File: src/logic/msa_pkg.sv
// shared constants for the memory scan address and trigger block
package msa_pkg;

	////////////////////////////////////////////////////////////////
	// register byte addresses on the bus
	localparam logic [7:0] OFF_CTRL   = 8'h00;
	localparam logic [7:0] OFF_CUR_HI = 8'h04;
	localparam logic [7:0] OFF_CUR_LO = 8'h08;
	localparam logic [7:0] OFF_END_HI = 8'h0C;
	localparam logic [7:0] OFF_END_LO = 8'h10;
	localparam logic [7:0] OFF_TRIG   = 8'h14;
	localparam logic [7:0] OFF_ISTAT  = 8'h18;
	localparam logic [7:0] OFF_ICLR   = 8'h1C;
	localparam logic [7:0] OFF_IEN    = 8'h20;

	////////////////////////////////////////////////////////////////
	// field positions and reset values
	localparam int CTL_EN   = 7;
	localparam int CTL_GO   = 6;
	localparam int CTL_INTERRUPT_HANDLING_SELECT = 3;
	localparam int IRQ_DONE = 0;
	localparam int IRQ_INV  = 1;
	localparam int IRQ_W    = 2;

	localparam logic [7:0]  RST_BYTE = 8'h00;
	localparam logic [15:0] RST_ADDR = 16'h0000;
	localparam logic [3:0]  RST_TRIGGER_SOURCE_FIELD = 4'h0;

	////////////////////////////////////////////////////////////////
	// access modes
	localparam logic [1:0] MODE_CONC  = 2'b00;
	localparam logic [1:0] MODE_BURST = 2'b01;
	localparam logic [1:0] MODE_PEEK  = 2'b10;
	localparam logic [1:0] MODE_TRIG  = 2'b11;

	// trigger select codes; the event vector is indexed by code
	localparam logic [3:0] TRIGGER_SOURCE_FIELD_LFO  = 4'h0;
	localparam logic [3:0] TRIGGER_SOURCE_FIELD_SMT2 = 4'h9;
	localparam int         TRIGGER_SOURCE_FIELD_NUM  = 10;

	// first address past implemented program memory
	localparam logic [15:0] PFM_END = 16'h4000;

	localparam logic [1:0] RESP_OKAY   = 2'b00;
	localparam logic [1:0] RESP_SLVERR = 2'b10;

	function automatic logic is_mapped(input logic [7:0] a);
		case (a)
			OFF_CTRL, OFF_CUR_HI, OFF_CUR_LO, OFF_END_HI,
			OFF_END_LO, OFF_TRIG, OFF_ISTAT, OFF_ICLR,
			OFF_IEN: is_mapped = 1'b1;
			default: is_mapped = 1'b0;
		endcase
	endfunction

endpackage

File: src/logic/msa_axil.sv
// axi4-lite slave front end for the scan register bytes
`timescale 1ns/1ps
module msa_axil (
	input  wire logic        aclk,
	input  wire logic        aresetn,
	input  wire logic        ce,
	input  wire logic [7:0]  s_axi_awaddr,
	input  wire logic        s_axi_awvalid,
	output logic             s_axi_awready,
	input  wire logic [31:0] s_axi_wdata,
	input  wire logic [3:0]  s_axi_wstrb,
	input  wire logic        s_axi_wvalid,
	output logic             s_axi_wready,
	output logic [1:0]       s_axi_bresp,
	output logic             s_axi_bvalid,
	input  wire logic        s_axi_bready,
	input  wire logic [7:0]  s_axi_araddr,
	input  wire logic        s_axi_arvalid,
	output logic             s_axi_arready,
	output logic [31:0]      s_axi_rdata,
	output logic [1:0]       s_axi_rresp,
	output logic             s_axi_rvalid,
	input  wire logic        s_axi_rready,
	output logic             wr_en,
	output logic [7:0]       wr_addr,
	output logic [7:0]       wr_data,
	output logic [7:0]       rd_addr,
	input  wire logic [7:0]  rd_data
);
	logic       aw_full_r;
	logic       w_full_r;
	logic       w_strb_r;
	logic [7:0] aw_addr_r;
	logic [7:0] w_data_r;
	logic       do_wr;

	// address and data may arrive in either order
	assign s_axi_awready = !aw_full_r && !s_axi_bvalid;
	assign s_axi_wready  = !w_full_r && !s_axi_bvalid;
	assign s_axi_arready = !s_axi_rvalid;
	assign do_wr   = ce && aw_full_r && w_full_r;
	assign wr_en   = do_wr && w_strb_r;
	assign wr_addr = aw_addr_r;
	assign wr_data = w_data_r;
	assign rd_addr = s_axi_araddr;

	always_ff @(posedge aclk) begin
		if (!aresetn) begin
			aw_full_r <= 1'b0;
			aw_addr_r <= msa_pkg::RST_BYTE;
		end else if (ce) begin
			if (s_axi_awvalid && s_axi_awready) begin
				aw_full_r <= 1'b1;
				aw_addr_r <= s_axi_awaddr;
			end else if (do_wr) begin
				aw_full_r <= 1'b0;
			end
		end
	end

	always_ff @(posedge aclk) begin
		if (!aresetn) begin
			w_full_r <= 1'b0;
			w_strb_r <= 1'b0;
			w_data_r <= msa_pkg::RST_BYTE;
		end else if (ce) begin
			if (s_axi_wvalid && s_axi_wready) begin
				w_full_r <= 1'b1;
				w_strb_r <= s_axi_wstrb[0];
				w_data_r <= s_axi_wdata[7:0];
			end else if (do_wr) begin
				w_full_r <= 1'b0;
			end
		end
	end

	always_ff @(posedge aclk) begin
		if (!aresetn) begin
			s_axi_bvalid <= 1'b0;
			s_axi_bresp  <= msa_pkg::RESP_OKAY;
		end else if (ce) begin
			if (do_wr) begin
				s_axi_bvalid <= 1'b1;
				s_axi_bresp  <= msa_pkg::is_mapped(aw_addr_r) ?
					msa_pkg::RESP_OKAY : msa_pkg::RESP_SLVERR;
			end else if (s_axi_bready) begin
				s_axi_bvalid <= 1'b0;
			end
		end
	end

	always_ff @(posedge aclk) begin
		if (!aresetn) begin
			s_axi_rvalid <= 1'b0;
			s_axi_rdata  <= 32'h0000_0000;
			s_axi_rresp  <= msa_pkg::RESP_OKAY;
		end else if (ce) begin
			if (s_axi_arvalid && s_axi_arready) begin
				s_axi_rvalid <= 1'b1;
				s_axi_rdata  <= {24'h00_0000, rd_data};
				s_axi_rresp  <= msa_pkg::is_mapped(s_axi_araddr) ?
					msa_pkg::RESP_OKAY : msa_pkg::RESP_SLVERR;
			end else if (s_axi_rready) begin
				s_axi_rvalid <= 1'b0;
			end
		end
	end
endmodule

File: src/logic/msa_trig.sv
// trigger source synchroniser, edge detect and selector
`timescale 1ns/1ps
module msa_trig (
	input  wire logic                         aclk,
	input  wire logic                         aresetn,
	input  wire logic                         ce,
	input  wire logic [msa_pkg::TRIGGER_SOURCE_FIELD_NUM-1:0] ev_async,
	input  wire logic [3:0]                   sel,
	output logic                              trig_pulse
);
	logic [msa_pkg::TRIGGER_SOURCE_FIELD_NUM-1:0] s1_r;
	logic [msa_pkg::TRIGGER_SOURCE_FIELD_NUM-1:0] s2_r;
	logic [msa_pkg::TRIGGER_SOURCE_FIELD_NUM-1:0] s3_r;
	logic [msa_pkg::TRIGGER_SOURCE_FIELD_NUM-1:0] rise;

	// sources live on other peripheral clocks: two flops first
	for (genvar i = 0; i < msa_pkg::TRIGGER_SOURCE_FIELD_NUM; i++) begin : g_sync
		always_ff @(posedge aclk) begin
			if (!aresetn) begin
				s1_r[i] <= 1'b0;
				s2_r[i] <= 1'b0;
				s3_r[i] <= 1'b0;
			end else if (ce) begin
				s1_r[i] <= ev_async[i];
				s2_r[i] <= s1_r[i];
				s3_r[i] <= s2_r[i];
			end
		end
		assign rise[i] = s2_r[i] && !s3_r[i];
	end

	// codes above the last source are reserved and never fire
	always_comb begin
		trig_pulse = 1'b0;
		if (sel <= msa_pkg::TRIGGER_SOURCE_FIELD_SMT2)
			trig_pulse = ce && rise[sel];
	end
endmodule

File: src/logic/msa_scan.sv
// memory scan address range, trigger select and fetch pacing
// Overview of operation
// - 16-bit current address from two bytes, plus one after each fetch.
// - address and end address writes are dropped while scan go is 1.
// - 16-bit end address from two bytes marks last scanned location.
// - trigger codes 0-9 pick oscillator, clock, timers, matches; rest reserved.
// - trigger select holds bits 3:0; bits 7:4 read as zero.
// - timers 2 and 4 give postscaled events, others give overflow.
// - scan go clears once current passes end with no fetch running.
// - invalid flag sets when address passes range or leaves memory.
// - mode 11 triggered, 10 peek, 01 burst, 00 concurrent.
// - enable low resets scanner state, other registers keep contents.
//
// The implementer's own choices: the AXI4-Lite interface to the registers and the register addresses.
`timescale 1ns/1ps
module msa_scan (
	input  wire logic        aclk,
	input  wire logic        aresetn,
	input  wire logic        ce,
	input  wire logic [7:0]  s_axi_awaddr,
	input  wire logic        s_axi_awvalid,
	output logic             s_axi_awready,
	input  wire logic [31:0] s_axi_wdata,
	input  wire logic [3:0]  s_axi_wstrb,
	input  wire logic        s_axi_wvalid,
	output logic             s_axi_wready,
	output logic [1:0]       s_axi_bresp,
	output logic             s_axi_bvalid,
	input  wire logic        s_axi_bready,
	input  wire logic [7:0]  s_axi_araddr,
	input  wire logic        s_axi_arvalid,
	output logic             s_axi_arready,
	output logic [31:0]      s_axi_rdata,
	output logic [1:0]       s_axi_rresp,
	output logic             s_axi_rvalid,
	input  wire logic        s_axi_rready,
	input  wire logic        low_frequency_oscillator,
	input  wire logic        reference_clock_output,
	input  wire logic        timer0_overflow_event,
	input  wire logic        timer1_overflow_event,
	input  wire logic        timer2_postscaled_event,
	input  wire logic        timer3_overflow_event,
	input  wire logic        timer4_postscaled_event,
	input  wire logic        timer5_overflow_event,
	input  wire logic        measurement_timer1_match,
	input  wire logic        measurement_timer2_match,
	input  wire logic        crc_ready,
	input  wire logic        cpu_in_interrupt,
	output logic             fetch_valid,
	input  wire logic        fetch_ready,
	output logic [15:0]      fetch_addr,
	output logic             cpu_stall,
	output logic             irq
);
	typedef enum logic {ST_IDLE, ST_FETCH} msa_fetch_e;

	logic        wr_en;
	logic [7:0]  wr_addr;
	logic [7:0]  wr_data;
	logic [7:0]  rd_addr;
	logic [7:0]  rd_data;
	logic        trig_pulse;

	logic        en_r;
	logic        go_r;
	logic        interrupt_handling_select_r;
	logic [1:0]  mode_r;
	logic [15:0] cur_r;
	logic [15:0] end_r;
	logic [3:0]  trigger_source_field_r;
	logic        inv_r;
	logic        pend_r;
	logic [1:0]  st_r;
	logic [1:0]  ien_r;
	msa_fetch_e  state_r;

	logic        fire;
	logic        past_end;
	logic        out_pfm;
	logic        go_eff;
	logic        trig_mode;
	logic        start;
	logic        hw_done;
	logic        inv_nxt;
	logic        busy;
	logic [1:0]  ev;
	logic [1:0]  clr;

	function automatic logic wr_hit(input logic [7:0] off);
		wr_hit = wr_en && (wr_addr == off);
	endfunction

	////////////////////////////////////////////////////////////////
	msa_axil u_bus (
		.aclk          (aclk),
		.aresetn       (aresetn),
		.ce            (ce),
		.s_axi_awaddr  (s_axi_awaddr),
		.s_axi_awvalid (s_axi_awvalid),
		.s_axi_awready (s_axi_awready),
		.s_axi_wdata   (s_axi_wdata),
		.s_axi_wstrb   (s_axi_wstrb),
		.s_axi_wvalid  (s_axi_wvalid),
		.s_axi_wready  (s_axi_wready),
		.s_axi_bresp   (s_axi_bresp),
		.s_axi_bvalid  (s_axi_bvalid),
		.s_axi_bready  (s_axi_bready),
		.s_axi_araddr  (s_axi_araddr),
		.s_axi_arvalid (s_axi_arvalid),
		.s_axi_arready (s_axi_arready),
		.s_axi_rdata   (s_axi_rdata),
		.s_axi_rresp   (s_axi_rresp),
		.s_axi_rvalid  (s_axi_rvalid),
		.s_axi_rready  (s_axi_rready),
		.wr_en         (wr_en),
		.wr_addr       (wr_addr),
		.wr_data       (wr_data),
		.rd_addr       (rd_addr),
		.rd_data       (rd_data)
	);

	// event vector order follows the trigger select codes
	msa_trig u_trig (
		.aclk       (aclk),
		.aresetn    (aresetn),
		.ce         (ce),
		.ev_async   ({measurement_timer2_match, measurement_timer1_match,
			timer5_overflow_event, timer4_postscaled_event,
			timer3_overflow_event, timer2_postscaled_event,
			timer1_overflow_event, timer0_overflow_event,
			reference_clock_output, low_frequency_oscillator}),
		.sel        (trigger_source_field_r),
		.trig_pulse (trig_pulse)
	);

	////////////////////////////////////////////////////////////////
	// pacing decisions
	assign fire      = (state_r == ST_FETCH) && fetch_ready;
	assign past_end  = cur_r > end_r;
	assign out_pfm   = cur_r >= msa_pkg::PFM_END;
	assign trig_mode = mode_r == msa_pkg::MODE_TRIG;
	// interrupt override masks go without clearing it; peek ignores it
	assign go_eff    = go_r && !(interrupt_handling_select_r && cpu_in_interrupt &&
		mode_r != msa_pkg::MODE_PEEK);
	assign start     = en_r && go_eff && (state_r == ST_IDLE) &&
		crc_ready && !past_end && !out_pfm &&
		(!trig_mode || pend_r);
	assign hw_done   = go_r && (state_r == ST_IDLE) &&
		(past_end || out_pfm);
	assign inv_nxt   = en_r && (past_end || out_pfm);
	assign busy      = (state_r == ST_FETCH) || (en_r && go_r && crc_ready);

	assign fetch_valid = state_r == ST_FETCH;
	assign fetch_addr  = cur_r;
	assign cpu_stall   = en_r && go_eff &&
		(mode_r == msa_pkg::MODE_BURST);

	////////////////////////////////////////////////////////////////
	// control byte
	always_ff @(posedge aclk) begin
		if (!aresetn) begin
			en_r   <= 1'b0;
			interrupt_handling_select_r <= 1'b0;
			mode_r <= msa_pkg::MODE_CONC;
		end else if (ce && wr_hit(msa_pkg::OFF_CTRL)) begin
			en_r   <= wr_data[msa_pkg::CTL_EN];
			interrupt_handling_select_r <= wr_data[msa_pkg::CTL_INTERRUPT_HANDLING_SELECT];
			mode_r <= wr_data[1:0];
		end
	end

	// hardware clear beats a software set in the same cycle
	always_ff @(posedge aclk) begin
		if (!aresetn)
			go_r <= 1'b0;
		else if (ce) begin
			if (hw_done)
				go_r <= 1'b0;
			else if (wr_hit(msa_pkg::OFF_CTRL))
				go_r <= wr_data[msa_pkg::CTL_GO];
		end
	end

	// no atomic pair update: software must write with go low
	always_ff @(posedge aclk) begin
		if (!aresetn)
			cur_r <= msa_pkg::RST_ADDR;
		else if (ce) begin
			if (fire)
				cur_r <= cur_r + 16'h0001;
			else if (!go_r) begin
				if (wr_hit(msa_pkg::OFF_CUR_HI))
					cur_r[15:8] <= wr_data;
				if (wr_hit(msa_pkg::OFF_CUR_LO))
					cur_r[7:0] <= wr_data;
			end
		end
	end

	always_ff @(posedge aclk) begin
		if (!aresetn)
			end_r <= msa_pkg::RST_ADDR;
		else if (ce && !go_r) begin
			if (wr_hit(msa_pkg::OFF_END_HI))
				end_r[15:8] <= wr_data;
			if (wr_hit(msa_pkg::OFF_END_LO))
				end_r[7:0] <= wr_data;
		end
	end

	always_ff @(posedge aclk) begin
		if (!aresetn)
			trigger_source_field_r <= msa_pkg::RST_TRIGGER_SOURCE_FIELD;
		else if (ce && wr_hit(msa_pkg::OFF_TRIG))
			trigger_source_field_r <= wr_data[3:0];
	end

	////////////////////////////////////////////////////////////////
	// scanner internal state, cleared while disabled
	always_ff @(posedge aclk) begin
		if (!aresetn)
			state_r <= ST_IDLE;
		else if (ce) begin
			case (state_r)
				ST_IDLE:  if (start) state_r <= ST_FETCH;
				ST_FETCH: if (fetch_ready || !en_r) state_r <= ST_IDLE;
				default:  state_r <= ST_IDLE;
			endcase
		end
	end

	// one event held at most; a second before the fetch is dropped
	always_ff @(posedge aclk) begin
		if (!aresetn)
			pend_r <= 1'b0;
		else if (ce) begin
			if (!en_r || !go_r || !trig_mode)
				pend_r <= 1'b0;
			else if (start)
				pend_r <= trig_pulse;
			else if (trig_pulse)
				pend_r <= 1'b1;
		end
	end

	always_ff @(posedge aclk) begin
		if (!aresetn)
			inv_r <= 1'b0;
		else if (ce)
			inv_r <= inv_nxt;
	end

	////////////////////////////////////////////////////////////////
	// interrupt status, enable and write-one clear
	assign ev[msa_pkg::IRQ_DONE] = hw_done;
	assign ev[msa_pkg::IRQ_INV]  = inv_nxt && !inv_r;
	assign clr = wr_hit(msa_pkg::OFF_ICLR) ? wr_data[1:0] : 2'b00;

	always_ff @(posedge aclk) begin
		if (!aresetn) begin
			st_r  <= 2'b00;
			ien_r <= 2'b00;
		end else if (ce) begin
			st_r <= (st_r & ~clr) | ev;
			if (wr_hit(msa_pkg::OFF_IEN))
				ien_r <= wr_data[1:0];
		end
	end

	assign irq = |(st_r & ien_r);

	////////////////////////////////////////////////////////////////
	always_comb begin
		case (rd_addr)
			msa_pkg::OFF_CTRL:   rd_data = {en_r, go_r, busy, inv_r,
				interrupt_handling_select_r, 1'b0, mode_r};
			msa_pkg::OFF_CUR_HI: rd_data = cur_r[15:8];
			msa_pkg::OFF_CUR_LO: rd_data = cur_r[7:0];
			msa_pkg::OFF_END_HI: rd_data = end_r[15:8];
			msa_pkg::OFF_END_LO: rd_data = end_r[7:0];
			msa_pkg::OFF_TRIG:   rd_data = {4'h0, trigger_source_field_r};
			msa_pkg::OFF_ISTAT:  rd_data = {6'h00, st_r};
			msa_pkg::OFF_IEN:    rd_data = {6'h00, ien_r};
			default:             rd_data = msa_pkg::RST_BYTE;
		endcase
	end
endmodule

File: config.mk
export PLATFORM = sky130hd
export DESIGN_NAME = msa_scan
export DESIGN_NICKNAME = d
export VERILOG_FILES = /design/src/logic/msa_pkg.sv /design/src/logic/msa_axil.sv /design/src/logic/msa_trig.sv /design/src/logic/msa_scan.sv
export SDC_FILE = /design/constraint.sdc
export NUM_CORES = 1
export LEC_CHECK = 0
export ABC_AREA = 1
export BUFFER_PORTS_ARGS = -buffer_cell sky130_fd_sc_hd__buf_2
export CAP_MARGIN = 40
export CORE_UTILIZATION = 27
export CTS_BUF_LIST = sky130_fd_sc_hd__clkbuf_8
export DETAILED_ROUTE_END_ITERATION = 8
export GPL_TIMING_DRIVEN = 0
export MAX_ROUTING_LAYER = met4
export PLACE_DENSITY = 0.48
export RECOVER_POWER = 25
export REMOVE_ABC_BUFFERS = 1
export SETUP_SLACK_MARGIN = 0.4
export SKIP_CTS_REPAIR_TIMING = 1
export SYNTH_ARGS = -nofsm -noshare
export SYNTH_HDL_FRONTEND = slang
export SYNTH_SLANG_ARGS = --single-unit
File: constraint.sdc
create_clock -name aclk -period 2.2 [get_ports aclk]
set_clock_uncertainty 0.15 [all_clocks]
set_input_delay 0.44 -clock aclk [delete_from_list [all_inputs] [get_ports aclk]]
set_output_delay 0.44 -clock aclk [all_outputs]
set_load 0.005 [all_outputs]
==> results.toml <==
[sta]
finalSetupViolCount = 0
fmax_mhz = 510
grt_setup_unrepaired = "true"
finalSetupTns_ps = 0
slew_violations = 0
fin_crit_sh = 0.892
holdWs_ps = 105
slew_headroom = 0.496
fin_crit_ps = 1960
hold_viol_final = 0
worst_pin_slew_ps = 757

[floorplanning]
io_pins = 133
num_rows = 52
core_area_sq_um = 20200
dieWidth_um = 145
die-area_sq_um = 21100
initial_core_util = 0.275
die_h_um = 145

[worst_setup_path]
startpoint = "go_r$_SDFFE_PN0P_"
crit_fanout = 5
critPathSlowestCell = "dfxtp_1"
cpMostUsedCell = "inv_1"
max_stage_delay_ps = 450
cp.arrival_ps = 1370
cp.required_ps = 1610
start_kind = "register"
reg2reg_from = "u_bus.wr_addr[1]$_SDFFE_PN0P_"
worstSetupEndpointType = "output port"
path_cells = "nand2_1, inv_1, nand4_1, inv_1, buf_2"
crit_type = "register to output port"

[worst_hold_path]
min_from = "timer0_overflow_event"
hold_path_class = "input port to register"

[placement]
numPortBuffers = 79
gp_congestion = 0.906
dp_hpwl_um = 12100
dp.cells = 1104

[global_route]
grt_max_degree = 52
antenna_found_initial = 0
top_usage_layer = "met2"
grtUsageMet3 = 0.0295
overflow = 0
grt_pass1_wl_um = 25500
use_met1 = 0.208
track_usage = 0.159
grt_pass1_vias = 4724
grtUsageMet2 = 0.253

[synth]
synth_edf_count = 0
yosys_warnings = 0
synth_ff_type = "dfxtp_1"
synth_simple_gate_area_share = 0.230
syn_avg_cell_area_sq_um = 7.11
ys_types = 44
synth_xor_xnor_area_share = 0.00316
synth_top_family_by_area = "simple AND/OR/NAND/NOR gates"
syn_area_sq_um = 5550
netlist_top_cells_count = "dfxtp_1, nand2_1, o21ai_0"
yosysSeqAreaShare = 0.393
synth.most_common_cell = "dfxtp_1"
synth_top_area_frac = 0.393
synth_adder_area_share = 0.0383
synth_area_leaders = "dfxtp_1, o21ai_0, a21oi_1"
ys_async_sr_fraction = 0
synth_top_cell_by_area = "dfxtp_1"
ys_seq_elements = 109
synth_compound_area_frac = 0.217
netlist_instances = 781
synthMuxAreaShare = 0

[routing]
routed_wl_um = 16800
num_vias = 5293
ant_nets = 0
drtIter0Drc = 356
drc_errors = 2
via_per_inst = 4.59
firstDrtPassIters = 6
wl_per_cell_um = 14.6

[outcome]
status = "finished, violations left"
violations = "DRC"

[clock_tree]
cts_max_path_buffers = 2
path_clk_slew_ps = 120
cts_sinks = 109
cts_buffers = 9
cts_htree_levels = 3
cts_tree = "done"
clock_latency_ps = 400
cts.root.buffer_cell = "clkbuf_8"

[layout]
drive_above_1_share = 0.257
diodes = 0
layout.cells.non_filler = 1153
nets = 968
fin_util = 0.341
num-fill-cells = 2254
syn_to_final_growth_pct = 23.8

[job]
maxCapViolations = 0

[power]
p_leak_uw = 0.00284
max-vdd-ir-drop_v = 0.000309
p_per_area_nw_per_um2 = 527
finalPower_uw = 3620
## layout by cell type, fill, tap and decap left out, types with 10 or more instances in the layout
cell and instances:
o21ai_0 95, ha_1 10, a21oi_1 84, nand3_1 28, inv_1 73, dfxtp_1 84, nand2_1 97, buf_4 28
nand4_1 11, conb_1 26, inv_2 12, nor2_1 95, o21ai_1 15, dfxtp_2 16, buf_2 73
## where the power goes
part / switching, uW / internal, uW
registers: 53.6 / 2030
clock network: 761 / 430
logic: 222 / 127
## registers in the layout, indices dropped and copies added, names as in the netlist, 4 cells and up
name,cells
end_r,16
fetch_addr,16
trigger_source_field_r,4
u_bus.s_axi_rdata,8
u_bus.wr_addr,8
u_bus.wr_data,8
u_trig.s1_r,10
u_trig.s2_r,10
u_trig.s3_r,10
## worst paths after layout
check	endpoint	slack [ps]	cells past startpoint
hold reg to reg	u_trig.s3_r[8]$_SDFFE_PN0P_	310	2
setup reg to reg	fetch_addr[12]$_SDFFE_PN0P_	270	9
setup / recovery	cpu_stall	240	5
hold / removal	u_trig.s1_r[2]$_SDFFE_PN0P_	110	3
## metal layers
metal,vias up,wire length [um]
met5,-,0
li1,2759,-
met2,104,7770
met3,16,531
met1,2414,8200
met4,0,332
## layout make-up
class / count / area (sq um) / area share
clock buffer: 9 / 124 / 0.0180
clock inverter: 7 / 53.8 / 0.00783
inverter: 88 / 343 / 0.0499
multi-input combinational: 557 / 3080 / 0.448
sequential: 109 / 2240 / 0.325
tap: 270 / 338 / 0.0492
timing repair buffer: 112 / 692 / 0.101
timing repair inverter: 1 / 5.00 / 0.000728
## through the flow
step	cell area (sq um)	setup slack, ps
after floorplan	5320	432
after global placement	6050	-951
after detailed placement	6120	-600
after CTS	6290	-324
after global routing	6870	130
final	6870	238
## cell families after synthesis
family          count (synthesis)
simple gates                  283
other cells                     1
xor+xnor                        2
fa+ha+maj                      17
buf+inv                       142
flops                         109
compound gates                227
## critical path, delay by kind of cell (launching register included)
family	cells	cell delay [ps]
buf+inv	3	280
simple gates	2	260
flops	1	450
No activity file was read; power rests on OpenSTA's default activity.
